<file path="src/core/uri_params.svh">
// uri_params.svh: offsets, field positions, reset values and counts for the
// uart reset and interrupt block; assumes inclusion by bare name from core/.
`ifndef URI_PARAMS_SVH
`define URI_PARAMS_SVH

// byte offsets on the register bus, one 32-bit word each
`define URI_OFF_HOLDING 8'h00
`define URI_OFF_INT_ENABLE 8'h04
`define URI_OFF_INT_SOURCE 8'h08
`define URI_OFF_LINE_CTL 8'h0c
`define URI_OFF_MODEM_CTL 8'h10
`define URI_OFF_LINE_STATUS 8'h14
`define URI_OFF_MODEM_STATUS 8'h18
`define URI_OFF_SCRATCH 8'h1c
`define URI_OFF_DIV_LOW 8'h20
`define URI_OFF_DIV_HIGH 8'h24
`define URI_OFF_DIV_FRAC 8'h28
`define URI_OFF_FEATURE_CTL 8'h2c
`define URI_OFF_ENH_FEAT 8'h30
`define URI_OFF_TRIG_LEVEL 8'h34
`define URI_OFF_LEVEL_COUNT 8'h38
`define URI_OFF_HALT_RESUME 8'h3c
`define URI_OFF_FIFO_TRIG 8'h40
`define URI_OFF_READY_FLAGS 8'h44
`define URI_OFF_RESUME_ONE 8'h48
`define URI_OFF_RESUME_TWO 8'h4c
`define URI_OFF_PAUSE_ONE 8'h50
`define URI_OFF_PAUSE_TWO 8'h54
`define URI_OFF_PRESCALE 8'h58
`define URI_OFF_SOFT_RESET 8'h5c

// reset values
`define URI_RST_LINE_CTL 8'h1d
`define URI_RST_SCRATCH 8'hff
`define URI_RST_FEATURE_CTL 8'h20
`define URI_RST_ZERO 8'h00

// interrupt source codes
`define URI_SRC_NONE 6'h01
`define URI_SRC_LINE 6'h06
`define URI_SRC_RXDATA 6'h04
`define URI_SRC_TIMEOUT 6'h0c
`define URI_SRC_TXREADY 6'h02
`define URI_SRC_MODEM 6'h00
`define URI_SRC_XOFF 6'h10
`define URI_SRC_FLOW 6'h20

// interrupt enable bit positions
`define URI_IEN_RXDATA 0
`define URI_IEN_TXREADY 1
`define URI_IEN_LINE 2
`define URI_IEN_MODEM 3
`define URI_IEN_XOFF 5
`define URI_IEN_RTS 6
`define URI_IEN_CTS 7

// other control bit positions
`define URI_ENH_ENABLE 4
`define URI_ENH_AUTO_RTS 6
`define URI_ENH_AUTO_CTS 7
`define URI_MCTL_DTR 0
`define URI_MCTL_RTS 1
`define URI_MCTL_IRQ_EN 3
`define URI_MCTL_INFRARED 6
`define URI_LCTL_BREAK 6
`define URI_FCTL_FIFO_EN 0
`define URI_FCTL_DMA_MODE 3
`define URI_FEAT_AUTO485 4

// counts
`define URI_TIMEOUT_CHARS 4
`define URI_FIFO_DEPTH 64

`endif

</file>
<file path="src/core/uri_pkg.sv">
// uri_pkg: state types of the uart reset and interrupt block.
// assumes the params header sits beside it.
package uri_pkg;

  typedef struct packed {
    logic [7:0] intEnable;
    logic [7:0] fifoCtl;
    logic [7:0] lineCtl;
    logic [7:0] modemCtl;
    logic [7:0] scratch;
    logic [7:0] divFrac;
    logic [7:0] featureCtl;
    logic [7:0] enhFeat;
    logic [7:0] trigLevel;
    logic [7:0] haltResume;
    logic [7:0] fifoTrig;
    logic overrunFlag;
    logic [6:0] errCount;
    logic [2:0] toCount;
    logic timeoutFlag;
    logic txReadyFlag;
    logic txCondPrev;
    logic [3:0] modemDelta;
    logic [3:0] modemPrev;
    logic primed;
    logic xoffFlag;
    logic specialFlag;
    logic rtsFlowFlag;
    logic ctsFlowFlag;
    logic ctsPrev;
    logic txPin;
    logic rtsPinN;
    logic dtrPinN;
    logic infraredTxOut;
    logic rxDmaReadyN;
    logic txDmaReadyN;
    logic auxOutputTwoN;
    logic intOut;
    logic intOeN;
    logic irqReqN;
    logic irqOeN;
    logic [31:0] readData;
    logic waitReq;
    logic rxPop;
    logic txPush;
    logic [7:0] txData;
  } uri_state_t;

  // contents that survive every reset
  typedef struct packed {
    logic [7:0] divLow;
    logic [7:0] divHigh;
    logic [7:0] prescale;
    logic [7:0] resumeOne;
    logic [7:0] resumeTwo;
    logic [7:0] pauseOne;
    logic [7:0] pauseTwo;
  } uri_keep_t;

endpackage

</file>
<file path="src/core/uri_irq_ctrl.sv">
// uri_irq_ctrl: interrupt generation, priority and clearing of one uart
// channel, its register file and the reset states of its outputs.
// assumes a receive/transmit datapath beside it that reports fifo levels,
// character events and errors, and an avalon-mm master on sys_clk.
//
// Operation
// pin reset, power-on reset and software reset load identical register states.
// divisor bytes, prescale and four flow characters survive every reset.
// reset outputs: tx high, rts/dtr high, infrared low, dma ready rx high, tx low.
// after reset interrupt pins float unless select is high, then int drives low.
// seven enable-gated interrupt types, pending and type shown in six-bit source.
// codes: line status 06 first, receive data 04 second, timeout 0c third.
// codes: tx ready 02, modem 00, xoff/special 10, flow pins 20.
// line status bit 7 set while any erroneous character stays in receive fifo.
// line status bits 4:2 show head character errors, zero when fifo is empty.
// xoff interrupt clears on xon; special character interrupt clears on source read.
// line status interrupt raised by line status bits 1, 2, 3, 4 or 7.
// timeout raised after four character times without data, below trigger.
// tx ready raised at trigger or empty fifo, or shifter empty in rs485 mode.
// modem interrupt raised by any modem status change bit 0 to 3.
// under auto flow control a rising cts input or rts output raises flow interrupt.
// error interrupt clears when error characters leave; overrun clears on status read.
// receive data interrupt clears once fifo level drops below trigger.
// timeout interrupt clears when the receive holding register is read.
// tx ready interrupt clears on source read or transmit holding write.
// modem and flow pin interrupts clear on modem status read.
// enable bits 3:0 let receiver and transmitter conditions drive the request pin.
// with enable bits 3:0 clear the host polls line status instead.
// timeout count restarts at each received stop bit and each fifo read.
// highest priority enabled source is shown; 01 when nothing pending.
// disabled sources never reach the request output or the source field.
//
// The implementer's own choices: the Avalon-MM interface to the registers and the address map.
`include "uri_params.svh"
`timescale 1ns/1ps
`default_nettype none

module uri_irq_ctrl
  import uri_pkg::*;
#(
  parameter int FIFO_DEPTH = `URI_FIFO_DEPTH,
  parameter int TIMEOUT_CHARS = `URI_TIMEOUT_CHARS
) (
  input wire logic sys_clk,
  input wire logic rst_n,
  input wire logic [7:0] avs_address,
  input wire logic avs_read,
  input wire logic avs_write,
  input wire logic [31:0] avs_writedata,
  output var logic [31:0] avs_readdata,
  output var logic avs_waitrequest,
  input wire logic irqOutputSelect,
  input wire logic [7:0] rxHeadData,
  input wire logic [2:0] rxHeadErr,
  input wire logic [6:0] rxLevel,
  input wire logic rxAtTrigger,
  input wire logic rxCharValid,
  input wire logic [2:0] rxCharErr,
  input wire logic rxOverrun,
  input wire logic charTick,
  input wire logic txFifoEmpty,
  input wire logic txAtTrigger,
  input wire logic txHasSpace,
  input wire logic txAllEmpty,
  input wire logic txSerial,
  input wire logic [3:0] modemInN,
  input wire logic rtsHalt,
  input wire logic xoffSeen,
  input wire logic xonSeen,
  input wire logic specialSeen,
  output var logic rxPop,
  output var logic txPush,
  output var logic [7:0] txData,
  output var logic txPin,
  output var logic rtsPinN,
  output var logic dtrPinN,
  output var logic infraredTxOut,
  output var logic rxDmaReadyN,
  output var logic txDmaReadyN,
  output var logic auxOutputTwoN,
  output var logic intOut,
  output var logic intOeN,
  output var logic irqReqN,
  output var logic irqOeN,
  output var logic [15:0] divisor,
  output var logic [7:0] prescale,
  output var logic [31:0] flowChars,
  output var logic [7:0] lineCtlOut,
  output var logic [7:0] enhFeatOut,
  output var logic [7:0] fifoCtlOut
);

  generate
    if (FIFO_DEPTH < 1 || FIFO_DEPTH > 64) begin : gBadDepth
      $error("FIFO_DEPTH must lie in 1..64");
    end
    if (TIMEOUT_CHARS < 1 || TIMEOUT_CHARS > 7) begin : gBadTimeout
      $error("TIMEOUT_CHARS must lie in 1..7");
    end
  endgenerate

  uri_state_t s;
  uri_state_t next_s;
  uri_keep_t k;
  uri_keep_t next_k;

  logic [3:0] modemChange;
  logic [7:0] wd;
  logic req;
  logic rdAcc;
  logic wrAcc;
  logic rxEmpty;
  logic [2:0] headShown;
  logic fifoErr;
  logic [7:0] lineStatus;
  logic [7:0] modemStatus;
  logic [7:0] intSource;
  logic [5:0] srcCode;
  logic pendLine;
  logic pendRx;
  logic pendTimeout;
  logic pendTx;
  logic pendModem;
  logic pendXoff;
  logic pendFlow;
  logic pending;
  logic outEnable;
  logic txCond;
  logic ctsNow;
  logic [31:0] readMux;

  // true when the bus address selects the word at byte offset off
  function automatic logic isReg(input logic [7:0] addr, input logic [7:0] off);
    isReg = ({addr[7:2], 2'b00} == off);
  endfunction

  // common register state of all three resets
  function automatic uri_state_t resetState();
    uri_state_t r;
    r = '0;
    r.intEnable = `URI_RST_ZERO;
    r.lineCtl = `URI_RST_LINE_CTL;
    r.scratch = `URI_RST_SCRATCH;
    r.featureCtl = `URI_RST_FEATURE_CTL;
    r.txPin = 1'b1;
    r.rtsPinN = 1'b1;
    r.dtrPinN = 1'b1;
    r.infraredTxOut = 1'b0;
    r.rxDmaReadyN = 1'b1;
    r.txDmaReadyN = 1'b0;
    r.auxOutputTwoN = 1'b1;
    r.intOut = 1'b0;
    r.intOeN = 1'b1;
    r.irqReqN = 1'b1;
    r.irqOeN = 1'b1;
    r.ctsPrev = 1'b1;
    r.waitReq = 1'b1;
    resetState = r; // see
  endfunction

  // modem input change detection, one bit per input
  generate
    for (genvar i = 0; i < 4; i++) begin : gModem
      assign modemChange[i] = s.primed & (s.modemPrev[i] ^ modemInN[i]);
    end
  endgenerate

  always_comb begin
    wd = avs_writedata[7:0];
    req = avs_read | avs_write;
    rdAcc = avs_read & ~s.waitReq;
    wrAcc = avs_write & ~s.waitReq;
    rxEmpty = (rxLevel == 7'h00);
    headShown = rxEmpty ? 3'h0 : rxHeadErr;
    fifoErr = (s.errCount != 7'h00);
    lineStatus = {fifoErr, txAllEmpty, txFifoEmpty, headShown, s.overrunFlag, ~rxEmpty};
    modemStatus = {~modemInN, s.modemDelta};
    ctsNow = modemInN[0];
    // enable-gated pending sources
    pendLine = s.intEnable[`URI_IEN_LINE] & (|lineStatus[4:1] | lineStatus[7]);
    pendRx = s.intEnable[`URI_IEN_RXDATA] & rxAtTrigger;
    pendTimeout = s.intEnable[`URI_IEN_RXDATA] & s.timeoutFlag;
    pendTx = s.intEnable[`URI_IEN_TXREADY] & s.txReadyFlag;
    pendModem = s.intEnable[`URI_IEN_MODEM] & (|s.modemDelta);
    pendXoff = s.intEnable[`URI_IEN_XOFF] & s.enhFeat[`URI_ENH_ENABLE]
      & (s.xoffFlag | s.specialFlag);
    pendFlow = s.enhFeat[`URI_ENH_ENABLE]
      & ((s.intEnable[`URI_IEN_RTS] & s.rtsFlowFlag)
      | (s.intEnable[`URI_IEN_CTS] & s.ctsFlowFlag));
    // priority encoder, level 1 first
    if (pendLine) begin
      srcCode = `URI_SRC_LINE;
    end else if (pendRx) begin
      srcCode = `URI_SRC_RXDATA;
    end else if (pendTimeout) begin
      srcCode = `URI_SRC_TIMEOUT;
    end else if (pendTx) begin
      srcCode = `URI_SRC_TXREADY;
    end else if (pendModem) begin
      srcCode = `URI_SRC_MODEM;
    end else if (pendXoff) begin
      srcCode = `URI_SRC_XOFF;
    end else if (pendFlow) begin
      srcCode = `URI_SRC_FLOW;
    end else begin
      srcCode = `URI_SRC_NONE;
    end
    pending = (srcCode != `URI_SRC_NONE); // see
    intSource = {s.fifoCtl[`URI_FCTL_FIFO_EN], s.fifoCtl[`URI_FCTL_FIFO_EN], srcCode};
    outEnable = irqOutputSelect | s.modemCtl[`URI_MCTL_IRQ_EN];
    txCond = s.featureCtl[`URI_FEAT_AUTO485] ? txAllEmpty
      : (txFifoEmpty | txAtTrigger);
    // read data mux
    readMux = 32'h0000_0000;
    if (isReg(avs_address, `URI_OFF_HOLDING)) readMux[7:0] = rxHeadData;
    if (isReg(avs_address, `URI_OFF_INT_ENABLE)) readMux[7:0] = s.intEnable;
    if (isReg(avs_address, `URI_OFF_INT_SOURCE)) readMux[7:0] = intSource;
    if (isReg(avs_address, `URI_OFF_LINE_CTL)) readMux[7:0] = s.lineCtl;
    if (isReg(avs_address, `URI_OFF_MODEM_CTL)) readMux[7:0] = s.modemCtl;
    if (isReg(avs_address, `URI_OFF_LINE_STATUS)) readMux[7:0] = lineStatus;
    if (isReg(avs_address, `URI_OFF_MODEM_STATUS)) readMux[7:0] = modemStatus;
    if (isReg(avs_address, `URI_OFF_SCRATCH)) readMux[7:0] = s.scratch;
    if (isReg(avs_address, `URI_OFF_DIV_LOW)) readMux[7:0] = k.divLow;
    if (isReg(avs_address, `URI_OFF_DIV_HIGH)) readMux[7:0] = k.divHigh;
    if (isReg(avs_address, `URI_OFF_DIV_FRAC)) readMux[7:0] = s.divFrac;
    if (isReg(avs_address, `URI_OFF_FEATURE_CTL)) readMux[7:0] = s.featureCtl;
    if (isReg(avs_address, `URI_OFF_ENH_FEAT)) readMux[7:0] = s.enhFeat;
    if (isReg(avs_address, `URI_OFF_TRIG_LEVEL)) readMux[7:0] = s.trigLevel;
    if (isReg(avs_address, `URI_OFF_LEVEL_COUNT)) readMux[7:0] = {1'b0, rxLevel};
    if (isReg(avs_address, `URI_OFF_HALT_RESUME)) readMux[7:0] = s.haltResume;
    if (isReg(avs_address, `URI_OFF_FIFO_TRIG)) readMux[7:0] = s.fifoTrig;
    if (isReg(avs_address, `URI_OFF_READY_FLAGS)) begin
      readMux[7:0] = {4'h0, 2'b11, s.rxDmaReadyN, ~s.txDmaReadyN};
    end
    if (isReg(avs_address, `URI_OFF_RESUME_ONE)) readMux[7:0] = k.resumeOne;
    if (isReg(avs_address, `URI_OFF_RESUME_TWO)) readMux[7:0] = k.resumeTwo;
    if (isReg(avs_address, `URI_OFF_PAUSE_ONE)) readMux[7:0] = k.pauseOne;
    if (isReg(avs_address, `URI_OFF_PAUSE_TWO)) readMux[7:0] = k.pauseTwo;
    if (isReg(avs_address, `URI_OFF_PRESCALE)) readMux[7:0] = k.prescale;
  end

  always_comb begin
    next_s = s;
    next_k = k;
    next_s.rxPop = 1'b0;
    next_s.txPush = 1'b0;
    // one wait cycle per access, then accept
    next_s.waitReq = ~(req & s.waitReq);
    if (avs_read & s.waitReq) begin
      next_s.readData = readMux;
    end
    // register writes
    if (wrAcc) begin
      if (isReg(avs_address, `URI_OFF_HOLDING)) begin
        next_s.txPush = 1'b1;
        next_s.txData = wd;
        next_s.txReadyFlag = 1'b0;
      end
      if (isReg(avs_address, `URI_OFF_INT_ENABLE)) next_s.intEnable = wd;
      if (isReg(avs_address, `URI_OFF_INT_SOURCE)) next_s.fifoCtl = wd;
      if (isReg(avs_address, `URI_OFF_LINE_CTL)) next_s.lineCtl = wd;
      if (isReg(avs_address, `URI_OFF_MODEM_CTL)) next_s.modemCtl = wd;
      if (isReg(avs_address, `URI_OFF_SCRATCH)) next_s.scratch = wd;
      if (isReg(avs_address, `URI_OFF_DIV_LOW)) next_k.divLow = wd;
      if (isReg(avs_address, `URI_OFF_DIV_HIGH)) next_k.divHigh = wd;
      if (isReg(avs_address, `URI_OFF_DIV_FRAC)) next_s.divFrac = wd;
      if (isReg(avs_address, `URI_OFF_FEATURE_CTL)) next_s.featureCtl = wd;
      if (isReg(avs_address, `URI_OFF_ENH_FEAT)) next_s.enhFeat = wd;
      if (isReg(avs_address, `URI_OFF_TRIG_LEVEL)) next_s.trigLevel = wd;
      if (isReg(avs_address, `URI_OFF_HALT_RESUME)) next_s.haltResume = wd;
      if (isReg(avs_address, `URI_OFF_FIFO_TRIG)) next_s.fifoTrig = wd;
      if (isReg(avs_address, `URI_OFF_RESUME_ONE)) next_k.resumeOne = wd;
      if (isReg(avs_address, `URI_OFF_RESUME_TWO)) next_k.resumeTwo = wd;
      if (isReg(avs_address, `URI_OFF_PAUSE_ONE)) next_k.pauseOne = wd;
      if (isReg(avs_address, `URI_OFF_PAUSE_TWO)) next_k.pauseTwo = wd;
      if (isReg(avs_address, `URI_OFF_PRESCALE)) next_k.prescale = wd;
    end
    // clearing side effects of reads
    if (rdAcc && isReg(avs_address, `URI_OFF_HOLDING)) begin
      next_s.rxPop = ~rxEmpty;
      next_s.timeoutFlag = 1'b0;
      if (!rxEmpty && rxHeadErr != 3'h0 && fifoErr) begin
        next_s.errCount = 7'(s.errCount - 7'h01);
      end
    end
    if (rdAcc && isReg(avs_address, `URI_OFF_LINE_STATUS)) begin
      next_s.overrunFlag = 1'b0;
    end
    if (rdAcc && isReg(avs_address, `URI_OFF_MODEM_STATUS)) begin
      next_s.modemDelta = 4'h0;
      next_s.rtsFlowFlag = 1'b0;
      next_s.ctsFlowFlag = 1'b0;
    end
    if (rdAcc && isReg(avs_address, `URI_OFF_INT_SOURCE)) begin
      next_s.txReadyFlag = 1'b0;
      next_s.specialFlag = 1'b0;
    end
    if (xonSeen) next_s.xoffFlag = 1'b0;
    // receive error bookkeeping, set after clear so events win
    if (rxCharValid && rxCharErr != 3'h0) begin
      next_s.errCount = 7'(next_s.errCount + 7'h01);
    end
    if (rxOverrun) next_s.overrunFlag = 1'b1;
    // character timeout
    if (rxCharValid || (rdAcc && isReg(avs_address, `URI_OFF_HOLDING))) begin
      next_s.toCount = 3'h0;
    end else if (rxEmpty || rxAtTrigger) begin
      next_s.toCount = 3'h0;
    end else if (charTick && !s.timeoutFlag) begin
      next_s.toCount = 3'(s.toCount + 3'h1);
      if (3'(s.toCount + 3'h1) == 3'(TIMEOUT_CHARS)) begin
        next_s.timeoutFlag = 1'b1;
        next_s.toCount = 3'h0;
      end
    end
    // transmit ready on a rising condition
    next_s.txCondPrev = txCond;
    if (txCond && !s.txCondPrev) next_s.txReadyFlag = 1'b1;
    // modem input changes
    next_s.primed = 1'b1;
    next_s.modemPrev = modemInN;
    next_s.modemDelta = next_s.modemDelta | modemChange;
    // software flow control events
    if (xoffSeen && s.enhFeat[`URI_ENH_ENABLE]) next_s.xoffFlag = 1'b1;
    if (specialSeen && s.enhFeat[`URI_ENH_ENABLE]) next_s.specialFlag = 1'b1;
    // hardware flow pins, low to high
    next_s.ctsPrev = ctsNow;
    if (s.enhFeat[`URI_ENH_AUTO_CTS] && ctsNow && !s.ctsPrev) begin
      next_s.ctsFlowFlag = 1'b1;
    end
    next_s.rtsPinN = ~s.modemCtl[`URI_MCTL_RTS] | (s.enhFeat[`URI_ENH_AUTO_RTS] & rtsHalt);
    if (s.enhFeat[`URI_ENH_AUTO_RTS] && next_s.rtsPinN && !s.rtsPinN) begin
      next_s.rtsFlowFlag = 1'b1;
    end
    // pins
    next_s.txPin = s.lineCtl[`URI_LCTL_BREAK] ? 1'b0 : txSerial;
    next_s.dtrPinN = ~s.modemCtl[`URI_MCTL_DTR];
    next_s.infraredTxOut = s.modemCtl[`URI_MCTL_INFRARED] & ~next_s.txPin;
    next_s.auxOutputTwoN = ~s.modemCtl[`URI_MCTL_IRQ_EN];
    if (s.fifoCtl[`URI_FCTL_DMA_MODE] && s.fifoCtl[`URI_FCTL_FIFO_EN]) begin
      next_s.rxDmaReadyN = ~((rxAtTrigger | s.timeoutFlag) & ~rxEmpty & ~fifoErr);
      next_s.txDmaReadyN = ~txHasSpace;
    end else begin
      next_s.rxDmaReadyN = rxEmpty;
      next_s.txDmaReadyN = ~txFifoEmpty;
    end
    // interrupt pins
    next_s.intOut = pending;
    next_s.intOeN = ~outEnable;
    next_s.irqReqN = ~pending;
    next_s.irqOeN = ~outEnable;
    // software reset: same state as the reset pin, kept contents untouched
    if (wrAcc && isReg(avs_address, `URI_OFF_SOFT_RESET) && wd[0]) begin
      next_s = resetState();
      next_k = k;
    end
  end

  always_ff @(posedge sys_clk or negedge rst_n) begin
    if (!rst_n) begin
      s <= resetState();
    end else begin
      s <= next_s;
    end
  end

  // contents that no reset touches
  always_ff @(posedge sys_clk) begin
    k <= next_k;
  end

  assign avs_readdata = s.readData;
  assign avs_waitrequest = s.waitReq;
  assign rxPop = s.rxPop;
  assign txPush = s.txPush;
  assign txData = s.txData;
  assign txPin = s.txPin;
  assign rtsPinN = s.rtsPinN;
  assign dtrPinN = s.dtrPinN;
  assign infraredTxOut = s.infraredTxOut;
  assign rxDmaReadyN = s.rxDmaReadyN;
  assign txDmaReadyN = s.txDmaReadyN;
  assign auxOutputTwoN = s.auxOutputTwoN;
  assign intOut = s.intOut;
  assign intOeN = s.intOeN;
  assign irqReqN = s.irqReqN;
  assign irqOeN = s.irqOeN;
  assign divisor = {k.divHigh, k.divLow};
  assign prescale = k.prescale;
  assign flowChars = {k.pauseTwo, k.pauseOne, k.resumeTwo, k.resumeOne};
  assign lineCtlOut = s.lineCtl;
  assign enhFeatOut = s.enhFeat;
  assign fifoCtlOut = s.fifoCtl;

endmodule

`default_nettype wire

</file>
<file path="config.mk">
export PLATFORM = sky130hd
export DESIGN_NAME = uri_irq_ctrl
export DESIGN_NICKNAME = d
export VERILOG_FILES = /design/src/core/uri_pkg.sv /design/src/core/uri_irq_ctrl.sv
export VERILOG_INCLUDE_DIRS = /design/src /design/src/core
export SDC_FILE = /design/constraint.sdc
export NUM_CORES = 1
export LEC_CHECK = 0
export ABC_AREA = 1
export BUFFER_PORTS_ARGS = -buffer_cell sky130_fd_sc_hd__buf_2
export CORE_ASPECT_RATIO = 0.75
export CORE_MARGIN = 4
export CORE_UTILIZATION = 40
export DETAILED_ROUTE_END_ITERATION = 6
export GPL_ROUTABILITY_DRIVEN = 0
export PLACE_DENSITY = 0.69
export SYNTH_ARGS = -nofsm -noshare
export SYNTH_HDL_FRONTEND = slang
export SYNTH_SLANG_ARGS = --single-unit
</file>
<file path="constraint.sdc">
create_clock -name sys_clk -period 3 [get_ports sys_clk]
set_input_delay 0 -clock sys_clk [delete_from_list [all_inputs] [get_ports sys_clk]]
set_output_delay 0 -clock sys_clk [all_outputs]
set_load 0.01 [all_outputs]
</file>
==> Word-level counts from Yosys, hierarchy flattened <==
Cells that the tools add are included.
{ "word_totals": {"word_cells": 276, "ff_bits": 226, "out_inout_bits": 134, "inputBits": 83} }
{ "classes": {"add_sub_neg": 3, "reduce_logical": 74, "n_eq_ne": 25, "muxes": 75, "n_bitwise": 51} }
{ "ops": {"columns": ["cell", "n"], "rows": [
  ["2-to-1 mux 8 bit", 34],
  ["2-to-1 mux 170 bit", 1],
  ["2-to-1 mux 88 bit", 1],
  ["equality test 6 x 4 -> 1 bit, second input constant", 8],
  ["equality test 6 x 5 -> 1 bit, second input constant", 8],
  ["2-to-1 mux 6 bit", 7],
  ["2-to-1 mux 32 bit", 1],
  ["nonzero test 2 bit", 14],
  ["AND reduction 2 bit", 13],
  ["equality test 6 x 3 -> 1 bit, second input constant", 4],
  ["AND 1 bit", 22],
  ["2-to-1 mux 7 bit", 3],
  ["AND reduction 3 bit", 7],
  ["nonzero test 3 bit", 7],
  ["logical AND 1 bit", 18],
  ["2-to-1 mux 1 bit", 18],
  ["2-to-1 mux 9 bit", 2],
  ["inverter 1 bit", 15],
  ["equality test 6 x 2 -> 1 bit, second input constant", 2],
  ["2-to-1 mux 4 bit", 3],
  ["nonzero test 4 bit", 3],
  ["2-to-1 mux 3 bit", 3],
  ["OR 1 bit", 8],
  ["OR reduction 4 bit", 2],
  ["other kinds (15)", 24]
]} }

==> Longest topological paths before layout <==
Gate-level depths: netlist (run 1).
{ "depth": {"ltp_word": 33, "ltp_mapped": 26, "depth_no_buf": 26} }

==> Worst setup path before layout (run 1) <==
No wires, ideal clock.
{ "synth_timing": {"path_kind": "register to register", "startpoint": "register s (netlist bit avs_waitrequest)", "endpoint": "register k (netlist bit divisor[10]) (enable)", "arrival_time_ns": 1.960, "setup_slack_ns": 0.670, "period_less_slack_ns": 2.330, "t_required_ns": 2.630, "path_buffers": 2, "path_stages_with_launch": 11, "cell_sequence": "dfstp_2 > inv_1 > nand2_1 > nor2_1 > nand2_1 > nor2_2 > inv_1 > buf_2 > buf_2 > nand2_1 > nor2_1"} }
{ "synth_between": {"elab_chain_len": 6} }
{ "synth_lines": {"columns": ["item", "line", "source"], "rows": [
  ["start, declared", "uri_irq_ctrl.sv:102", "uri_state_t s;"],
  ["start signal, assigned", "uri_irq_ctrl.sv:361", "s <= resetState();"],
  ["start signal, assigned", "uri_irq_ctrl.sv:363", "s <= next_s;"],
  ["inverter 1 bit *", "uri_irq_ctrl.sv:172", "wrAcc = avs_write & ~s.waitReq;"],
  ["AND 1 bit *", "uri_irq_ctrl.sv:172", null],
  ["logical AND 1 bit (2 in a row)", "uri_irq_ctrl.sv:353", "if (wrAcc && isReg(avs_address, `URI_OFF_SOFT_RESET) && wd[0]) begin"],
  ["inverter 1 bit (no line)", null, null],
  ["AND reduction 3 bit (no line) *", null, null],
  ["end signal, assigned", "uri_irq_ctrl.sv:369", "k <= next_k;"],
  ["end, declared", "uri_irq_ctrl.sv:104", "uri_keep_t k;"]
]} }
Mark *: on every way between the ends. The rest lies on a longest branch, timed or not.
A chain may end at the register's enable or synchronous reset.

==> Final worst setup path (run 1) <==
{ "layout_timing": {"startpoint": "register s[74] in the netlist's numbering", "endpoint": "register s (netlist bit avs_readdata[1])"} }
{ "layout_between": {"elab_chain_len": 27} }
{ "layout_lines": {"columns": ["item", "line", "source"], "rows": [
  ["nonzero test 7 bit", "uri_irq_ctrl.sv:175", "fifoErr = (s.errCount != 7'h00);"],
  ["OR 1 bit", "uri_irq_ctrl.sv:180", "pendLine = s.intEnable[`URI_IEN_LINE] & (|lineStatus[4:1] | lineStatus[7]);"],
  ["AND 1 bit", "uri_irq_ctrl.sv:180", null],
  ["2-to-1 mux 6 bit", "uri_irq_ctrl.sv:191", "if (pendLine) begin"],
  ["2-to-1 mux 8 bit", "uri_irq_ctrl.sv:217", "if (isReg(avs_address, `URI_OFF_INT_SOURCE)) readMux[7:0] = intSource;"],
  ["2-to-1 mux 8 bit", "uri_irq_ctrl.sv:218", "if (isReg(avs_address, `URI_OFF_LINE_CTL)) readMux[7:0] = s.lineCtl;"],
  ["2-to-1 mux 8 bit", "uri_irq_ctrl.sv:219", "if (isReg(avs_address, `URI_OFF_MODEM_CTL)) readMux[7:0] = s.modemCtl;"],
  ["2-to-1 mux 8 bit", "uri_irq_ctrl.sv:220", "if (isReg(avs_address, `URI_OFF_LINE_STATUS)) readMux[7:0] = lineStatus;"],
  ["[... 11 more ...]", null, null],
  ["2-to-1 mux 8 bit", "uri_irq_ctrl.sv:232", "if (isReg(avs_address, `URI_OFF_READY_FLAGS)) begin"],
  ["2-to-1 mux 8 bit", "uri_irq_ctrl.sv:235", "if (isReg(avs_address, `URI_OFF_RESUME_ONE)) readMux[7:0] = k.resumeOne;"],
  ["2-to-1 mux 8 bit", "uri_irq_ctrl.sv:236", "if (isReg(avs_address, `URI_OFF_RESUME_TWO)) readMux[7:0] = k.resumeTwo;"],
  ["2-to-1 mux 8 bit", "uri_irq_ctrl.sv:237", "if (isReg(avs_address, `URI_OFF_PAUSE_ONE)) readMux[7:0] = k.pauseOne;"],
  ["2-to-1 mux 8 bit", "uri_irq_ctrl.sv:238", "if (isReg(avs_address, `URI_OFF_PAUSE_TWO)) readMux[7:0] = k.pauseTwo;"],
  ["2-to-1 mux 8 bit", "uri_irq_ctrl.sv:239", "if (isReg(avs_address, `URI_OFF_PRESCALE)) readMux[7:0] = k.prescale;"],
  ["2-to-1 mux 32 bit", "uri_irq_ctrl.sv:249", "if (avs_read & s.waitReq) begin"],
  ["2-to-1 mux 170 bit", "uri_irq_ctrl.sv:353", null]
]} }
Every way passes these cells. The select of a mux whose other input is x is not followed.

==> out/metrics.cfg, run 1 <==
[run_status]
status = finished clean

[global_routing]
grt_pass1_wl_mm = 47.0
grt_use_total_pct = 22.0
grt_antenna_before_repair = 0
grt.overflow.total = 0
grt_start_max_net_pins = 87
grt_pass1_vias = 8307

[layout]
area_growth_pct = 20.9
post-route-util_pct = 49.6
drive_gt1_share_pct = 21.8
final_nets = 1447
fillers = 2334

[critical_path]
worstSetupStartpointType = flop
worstRegToRegCells = 23
endpoint = avs_readdata[1]
cp.required_ns = 3.40
crit_type = flop to flop
critPathLaunch = s[74]
r2r_start = s[74]
path_max_fanout = 7
arrival_ns = 3.21
r2r-end = avs_readdata[1]
endpoint_kind = flop
rrSetupSlack_ns = 0.19

[sta]
setup_tns_ns = 0
finalMaxSlewViolations = 0
worst_slack_ns = 0.191
finalClockSkew_ns = 0.0140
finalHoldViolCount = 0
tightest_slew_ns = 0.846
fin_crit_ns = 2.81
rsz0062_at_grt = yes
maxSlewHeadroom_pct = 43.4
setup_viol = 0
period_share_pct = 93.6
worst_hold_slack_ns = 0.0626
max_freq_mhz = 356

[placed_design]
preCtsSetupSlack_ns = 0.214
post-dp-hpwl_mm = 22.5
port-buffer-count = 166

[clocking]
path_clk_slew_ns = 0.07
cts_buffers = 22
cts.root.buffer_cell = clkbuf_16
cts_htree_levels = 1
cts_tree = yes
clk_path_buf_depth = 3
clk_latency_ns = 0.52
cts_sinks = 201

[synth]
synthMostInstantiatedCell = nand2_1
synth_top_cell_area_share_pct = 31.1
synth_area_per_cell_sq_um = 8.40
ys_types = 46
yosysWarnings = 0
async_flop_share_pct = 72.1
ys_seq_area_share_pct = 53.9
syn_area_sq_um = 9910
ys_seq_elements = 201
synth_area_leader_cell = dfrtp_1
synth_edf_count = 56
synth_ff_type = dfrtp_1
synth_commonest_cells = 376 x nand2_1, 131 x inv_1, 123 x dfrtp_1
syn_inst = 1179
yosys-top-cells-area = dfrtp_1 31%, edfxtp_1 17%, nand2_1 14%

[hold_path]
hp-start = avs_address[4]
hp-class = primary input to flop

[floorplan]
die_y_um = 144
ios = 217
fp.dieW_um = 190
start_util_pct = 41.0
fp.dieArea_sq_um = 27400
coreArea_sq_um = 24200
core.rowCount = 49

[detailed_routing]
routed_wl_mm = 30.7
drcViolationCount = 0
drtIter0Drc = 815
vias = 8587
antenna_left = 0
firstDrtPassIters = 7
via_per_inst = 5.03
post_drt_wl_per_cell_um = 18.0

[power]
total_power_w = 0.00713
vdd_drop_max_mv = 0.356
pwr_density_cell_nw_per_um2 = 595
leakagePower_nw = 5.91

[flow_run]
maxCapViolCount = 0

-- area by class of cell --
type	instances	area [sq um]	share of cell area (%)
tap	331	414	3.46
antenna	1	2.50	0.0209
clock buffer	26	608	5.07
multi-input combinational	772	3580	29.9
inverter	144	543	4.53
timing repair buffer	217	1330	11.1
clock inverter	14	168	1.40
sequential	201	5340	44.5
-- layout by cell type (no fill, tap or decap), types with 4 or more instances in the layout --
master,instances
xor2_1,8
inv_2,13
nor3_2,4
o21ai_1,8
nand2_2,7
nor2_2,14
o22ai_1,4
clkinv_2,6
inv_1,128
buf_4,15
nand2_1,374
edfxtp_1,56
clkbuf_16,24
nor2_1,67
a21oi_1,32
nor3_1,5
buf_2,165
conb_1,24
ha_1,5
dlygate4sd3_1,34
dfrtp_1,123
or2_2,9
dfstp_2,22
nand4_1,19
o211ai_1,4
nand3_1,42
o21ai_0,116
-- state kept, by name, summed over array words and instances (netlist names), 4 cells and up --
name          flops
s                87
flowChars        32
divisor          16
avs_readdata      8
enhFeatOut        8
fifoCtlOut        8
lineCtlOut        8
prescale          8
txData            8
modemStatus       4
-- worst max-delay path, cell delays in order, from the launching register on --
cell and delay (ns):
dfrtp_1 0.38, inv_2 0.11, ha_4 0.14, inv_2 0.03, nor2_2 0.11, nand2_2 0.08
nor2_2 0.10, nand3_1 0.09, nand2_2 0.14, nand2_1 0.07, nand2_1 0.07, nand2_1 0.05
nand2_1 0.09, nand3_2 0.08, o21ai_1 0.09, nand4_1 0.19, nand2_1 0.13, nand3b_1 0.09
nand2_1 0.08, nand4_1 0.14, nor2_2 0.17, nand4_1 0.14, nand2_1 0.10, nand2_1 0.04
-- stage by stage --
step	cells	cell area, sq um
3_3_place_gp	1628	10800
3_5_place_dp	1628	10800
2_1_floorplan	1202	9990
4_1_cts	1702	11900
6_report	1706	12000
5_1_grt	1705	12000
-- what timing repair did --
item,CTS,global route
gates resized for setup,0,13
endpoints found under the hold margin,162,0
setup buffers,0,3
setup endpoints to repair,0,5
hold buffers,34,0
-- report_power, final --
| group | internal (W) | switching (W) |
|---|---|---|
| logic | 0.000369 | 0.000617 |
| registers | 0.00310 | 0.000164 |
| clock network | 0.00172 | 0.00116 |
| total | 0.00519 | 0.00194 |
-- routing by layer --
layer / track usage [%] / routed length [um] / up-vias
li1: - / - / 4049
met1: 32.7 / 13500 / 4066
met2: 32.6 / 13200 / 409
met3: 5.28 / 3210 / 63
met4: 5.40 / 703 / 0
met5: 0 / 0 / -
-- worst min-delay path by stage --
| stage | end | cells past startpoint |
|---|---|---|
| after detailed placement | s[96] | 1 |
| after global routing | txPush | 6 |
| final | txPush | 6 |
| after CTS | txPush | 6 |
| after global placement | s[96] | 1 |
| after floorplan | avs_readdata[0] | 0 |
-- cell families (layout without fill, tap and decap cells) --
kind of cell | count (synthesis) | in the layout | synth area share (%)
other cells | 1 | 25 | 0.0378
fa+ha+maj | 6 | 6 | 0.758
buf+inv | 229 | 401 | 11.2
xor+xnor | 9 | 9 | 0.871
compound gates | 176 | 176 | 9.33
flops | 201 | 201 | 53.9
simple gates | 557 | 557 | 23.9
Power figures use the tool's default switching activity.
==> run 2, diff against run 1 <==
- SETUP_SLACK_MARGIN: not set -> 0.3
==> run 2 against run 1 <==
Effect of this change:
- largest power group unchanged
- sequential power is essentially flat
- flip-flop and latch count is the same
- first-iteration DRC count is 11% higher
- core utilization rose by 0.44 points
- routed wire length increased by 0.45%
- sequential share of layout area fell by 0.39 points
- register-to-register slack gained 0.10 ns
==> out/metrics.cfg, run 2 (same netlist as run 1, synthesis figures left out) <==
[sta]
worst_hold_slack_ns = 0.0585  ; -0.00408 ns
fin_crit_ns = 2.71  ; -0.104 ns
maxSlewHeadroom_pct = 42.7  ; -0.67 points
finalClockSkew_ns = 0.0187  ; +0.00471 ns
max_freq_mhz = 370  ; +3.8%
setup_tns_ns = 0  ; unchanged
finalHoldViolCount = 0  ; unchanged
rsz0062_at_grt = yes
tightest_slew_ns = 0.860  ; +0.0132 ns
period_share_pct = 90.2  ; -3.5 points
setup_viol = 0  ; unchanged
finalMaxSlewViolations = 0  ; unchanged

[floorplan]
core.rowCount = 49  ; unchanged
die_y_um = 144  ; unchanged
start_util_pct = 41.0  ; unchanged
ios = 217  ; unchanged
fp.dieArea_sq_um = 27400  ; unchanged
coreArea_sq_um = 24200  ; unchanged
fp.dieW_um = 190  ; unchanged

[clocking]
clk_path_buf_depth = 3  ; unchanged
clk_latency_ns = 0.52  ; about the same
cts.root.buffer_cell = clkbuf_16
path_clk_slew_ns = 0.07  ; about the same
cts_htree_levels = 1  ; unchanged
cts_sinks = 201  ; unchanged
cts_tree = yes
cts_buffers = 22  ; unchanged

[layout]
largest_register_ffs = 87  ; unchanged
final_cell_mix = 367 x nand2_1, 165 x buf_2, 126 x inv_1
area_growth_pct = 22.0
final_nets = 1451  ; +0.28%
drive_gt1_share_pct = 23.6  ; +1.8 points
final_area_sq_um = 12100  ; +0.88%
fillers = 2318  ; -0.69%
final_common_cell = nand2_1
top_register = s

[flow_run]
maxCapViolCount = 0  ; unchanged

[power]
leakagePower_nw = 5.95  ; +0.66%
pwr_density_cell_nw_per_um2 = 593  ; -0.40%
vdd_drop_max_mv = 0.359  ; +0.86%

[detailed_routing]
drcViolationCount = 0  ; unchanged
antenna_left = 0  ; unchanged
routed_wl_mm = 30.8  ; +0.45%
firstDrtPassIters = 5  ; -2
vias = 8605  ; +0.21%
post_drt_wl_per_cell_um = 18.0  ; +0.21%
via_per_inst = 5.03  ; about the same
drtIter0Drc = 902  ; +11%

[placed_design]
place_area_sq_um = 10800  ; unchanged
post-dp-hpwl_mm = 22.5  ; unchanged
port-buffer-count = 166  ; unchanged

[global_routing]
grt_pass1_vias = 8338  ; +0.37%
grt_use_total_pct = 22.1  ; +0.063 points
grt_antenna_before_repair = 0  ; unchanged
grt_pass1_wl_mm = 47.2  ; +0.23%
grt.overflow.total = 0  ; unchanged
grt_start_max_net_pins = 87  ; unchanged

[critical_path]
r2r-end = avs_readdata[1]
worstSetupStartpointType = flop
arrival_ns = 3.11  ; -0.10 ns
r2r_start = s[74]
endpoint_kind = flop
crit_type = flop to flop
worstRegToRegCells = 23  ; unchanged
rrSetupSlack_ns = 0.29  ; +0.10 ns
cp.required_ns = 3.40  ; about the same
path_max_fanout = 7  ; unchanged

[hold_path]
hp-start = avs_address[4]
hold_end = txPush
hold-path-cell-count = 6  ; unchanged
hp-class = primary input to flop

[run_status]
status = finished clean

run 2: through the flow:
stage	std cells	power (W)	util [%]	setup slack [ns]
floorplan	1202	0.00391	-	0.670
global route	1709	0.00746	50.0	0.0689
global placement	1628	0.00417	44.7	0.249
finish	1710	0.00717	50.0	0.294
CTS	1705	0.00714	49.5	0.306
detailed placement	1628	0.00420	44.7	0.214
run 2: layout make-up:
class                      count  area, sq um  area share [%]
sequential                   201         5340            44.2
multi-input combinational    772         3660            30.3
timing repair buffer         221         1360            11.2
clock buffer                  26          608            5.03
inverter                     144          543            4.49
tap                          331          414            3.43
clock inverter                14          168            1.39
antenna                        1         2.50          0.0207
run 2: worst max path at each step:
stage,slack [ns],to,startpoint,cells past startpoint
global placement,0.25,avs_readdata[2],s[74],21
CTS,0.31,avs_readdata[1],s[74],23
floorplan,0.67,divisor[10],avs_waitrequest,10
global route,0.07,avs_readdata[1],s[74],23
detailed placement,0.21,avs_readdata[2],s[74],21
finish,0.29,avs_readdata[1],s[74],23
run 2: timing repair:
| action | 4_1_cts | 5_1_grt |
|---|---|---|
| hold buffers | 33 | 0 |
| setup buffers | 4 | 4 |
| endpoints found under the setup margin | 5 | 104 |
| endpoints found under the hold margin | 162 | 0 |
| resized for setup | 6 | 32 |
| pin swaps | 7 | 27 |
run 2: power breakdown:
group | switching, W | total [W] | internal [W]
registers | 0.000166 | 0.00326 | 0.00310
clock network | 0.00116 | 0.00289 | 0.00172
logic | 0.000630 | 0.00102 | 0.000388
run 2: critical path: stages, from the launching register on:
cell,delay (ns)
dfrtp_1,0.38
inv_2,0.09
ha_4,0.14
inv_2,0.03
nor2_2,0.09
nand2_2,0.07
nor2_1,0.09
nand3_1,0.09
nand2_2,0.13
nand2_1,0.07
nand2_1,0.06
nand2_1,0.05
nand2_1,0.06
nand3_1,0.09
o21ai_1,0.09
nand4_1,0.17
nand2_1,0.12
nand3b_1,0.09
nand2_1,0.07
nand4_1,0.15
nor2_2,0.18
nand4_1,0.14
nand2_1,0.09
nand2_1,0.04
run 2: metal layers:
metal | vias to the layer above | part of all wire, % | global-route usage [%]
met5 | - | 0 | 0
met4 | 0 | 2.3 | 5.75
met3 | 59 | 10 | 5.28
met2 | 412 | 43 | 32.6
met1 | 4077 | 44 | 32.8
li1 | 4057 | - | -
==> run 3, diff against run 2 <==
- PLACE_DENSITY: 0.69 -> 0.71
- clock period: 3 -> 2.25 ns (I/O delays scaled with it)
==> run 3 against run 2 <==
Effect of this change:
- design area grew 9.7%
- clock power grew 23%
- the run now ends with hold timing, setup timing left
- die area is the same
- combinational power grew 69%
- sequential share of layout area shrank 3.9 points
- total power grew 34%
- first-iteration DRC count grew 48%
==> out/metrics.cfg, run 3 (same netlist as run 1, synthesis figures left out) <==
[run_status]
status = complete, but fails checks
violations = hold timing, setup timing

[sta]
rsz0062_at_grt = yes
tightest_slew_ns = 0.685  ; -0.175 ns
setup_viol = 14  ; +14
max_freq_mhz = 364  ; -1.4%
finalMaxSlewViolations = 0  ; unchanged
worst_hold_slack_ns = -0.0246  ; -0.0831 ns
finalHoldViolCount = 1  ; +1
worst_slack_ns = -0.494  ; -0.788 ns
period_share_pct = 122  ; +32 points
maxSlewHeadroom_pct = 54.2  ; +12 points
fin_crit_ns = 2.74  ; +0.0384 ns
setup_tns_ns = -4.99  ; -4.99 ns
finalClockSkew_ns = 0.0204  ; +0.00167 ns

[detailed_routing]
via_per_inst = 5.18  ; +2.9%
post_drt_wl_per_cell_um = 19.1  ; +6.2%
firstDrtPassIters = 6  ; +1
routed_wl_mm = 34.4  ; +12%
vias = 9314  ; +8.2%
drtIter0Drc = 1333  ; +48%
drcViolationCount = 0  ; unchanged
antenna_left = 0  ; unchanged

[critical_path]
path_max_fanout = 3  ; -4
path_cells = inv_2 -> ha_4 -> inv_4 -> nor2_4 -> nand2_2 -> buf_4 -> buf_6 -> buf_6 -> buf_6 -> buf_6 -> clkinv_4 -> buf_6 -> nor3_4 -> nand2_4 -> buf_12 -> xor2_4 -> nand2_1 -> nor2_1 -> inv_1 -> or2_4 -> nor2_4 -> o21ai_1 -> a21oi_1
slowest_delay_ns = 0.37  ; about the same
cp_slowest_cell = dfrtp_1
rrSetupSlack_ns = -0.49  ; -0.79 ns
cp_num_buf_inv = 11  ; +9
critPathLaunch = s[74]
cp.required_ns = 2.67  ; -0.73 ns
cpMostUsedCell = buf_6
worstRegToRegCells = 23  ; unchanged
endpoint = s[79]
crit_cells = 23  ; unchanged
worstSetupStartpointType = flop
r2r-end = s[79]
cp_top_family = buffers and inverters
arrival_ns = 3.17  ; +0.06 ns
r2r_start = s[74]
endpoint_kind = flop
crit_type = flop to flop

[layout]
final_cell_mix = 336 x nand2_1, 165 x buf_2, 123 x dfrtp_1
fillers = 2184  ; -5.8%
largest_register_ffs = 87  ; unchanged
area_growth_pct = 33.8
top_register = s
drive_gt1_share_pct = 33.3  ; +9.7 points
seq_area_sq_um = 5340  ; unchanged
multi_input_area_sq_um = 4080  ; +12%
final_common_cell = nand2_1
final_nets = 1541  ; +6.2%
num_antenna_cells = 0  ; -1

[power]
leakagePower_nw = 6.46  ; +8.5%
vdd_drop_max_mv = 0.407  ; +13%
pwr_density_cell_nw_per_um2 = 727  ; +23%

[floorplan]
core.rowCount = 49  ; unchanged
fp.dieArea_sq_um = 27400  ; unchanged
coreArea_sq_um = 24200  ; unchanged
fp.dieW_um = 190  ; unchanged
start_util_pct = 41.0  ; unchanged
ios = 217  ; unchanged
die_y_um = 144  ; unchanged

[global_routing]
grt_pass1_vias = 8895  ; +6.7%
grt_pass1_wl_mm = 50.2  ; +6.4%
grt_antenna_before_repair = 0  ; unchanged
grt.overflow.total = 0  ; unchanged
grt_start_max_net_pins = 65  ; -25%
grt_use_total_pct = 23.7  ; +1.7 points

[clocking]
cts_buffers = 21  ; -4.5%
clk_path_buf_depth = 3  ; unchanged
clk_latency_ns = 0.51  ; about the same
cts_htree_levels = 1  ; unchanged
cts_tree = yes
cts.root.buffer_cell = clkbuf_16
path_clk_slew_ns = 0.07  ; about the same
cts_sinks = 201  ; unchanged

[placed_design]
port-buffer-count = 166  ; unchanged
post-dp-hpwl_mm = 24.2  ; +7.5%
preCtsSetupSlack_ns = -0.569  ; -0.783 ns

[flow_run]
maxCapViolCount = 0  ; unchanged

[hold_path]
hp-class = primary input to flop

## run 3: metrics by stage
step	total power [W]	util (%)	std cells	area (sq um)
3_3_place_gp	0.00571	46.8	1682	11300
4_1_cts	0.00944	52.3	1771	12600
3_5_place_dp	0.00575	46.8	1682	11300
5_1_grt	0.0100	54.9	1798	13300
2_1_floorplan	0.00523	-	1202	10100
6_report	0.00964	54.9	1798	13300
## run 3: worst register-to-register path, delay by kind of cell, from the launching register on
family | cells | cell delay, ns
AOI/OAI and AO/OA | 2 | 0.19
xor gates and xnor gates | 1 | 0.18
adders and majority gates | 1 | 0.14
buffers and inverters | 11 | 0.96
DFF | 1 | 0.37
and+or+nand+nor | 8 | 0.84
## run 3: worst min-delay path by stage
stage	startpoint	cells after the start	to	slack, ns
CTS	rxAtTrigger	4	rxDmaReadyN	0.02
global route	rxAtTrigger	4	rxDmaReadyN	0.003
detailed placement	rst_n	1	s[102]	0.01
floorplan	rst_n	0	avs_readdata[0]	-0.30
global placement	rst_n	1	s[97]	0.01
finish	rxAtTrigger	4	rxDmaReadyN	-0.02
## run 3: area by class of cell
type / instances / share of cell area (%)
Inverter: 144 / 4.37
Clock inverter: 12 / 1.06
Clock buffer: 26 / 4.11
Timing Repair inverter: 9 / 0.491
Timing Repair Buffer: 303 / 15.8
Tap cell: 331 / 3.12
Sequential cell: 201 / 40.3
Multi-Input combinational cell: 772 / 30.8
## run 3: repair_timing
item,in CTS,in global routing
hold endpoints to repair,185,0
buffers inserted,18,17
hold buffers,32,0
pin swaps,29,45
cloned,1,10
gates resized for setup,49,126
endpoints found under the setup margin,135,162
## run 3: per-layer routing
metal  vias to the layer above  share of wire [%]  GRT usage (%)  routed length, um
li1                       4234                  -              -                  -
met1                      4387                 41           33.6              14200
met2                       603                 42           34.2              14400
met3                        90                 14           8.78               4750
met4                         0                3.0           7.08               1040
met5                         -                  0              0                  0
## run 3: where the power goes
part / leakage, nW / internal, W / switching [W] / total (W)
combinational: 3.81 / 0.000711 / 0.00101 / 0.00172
clock: 0.337 / 0.00207 / 0.00148 / 0.00355
sequential: 2.32 / 0.00413 / 0.000234 / 0.00437
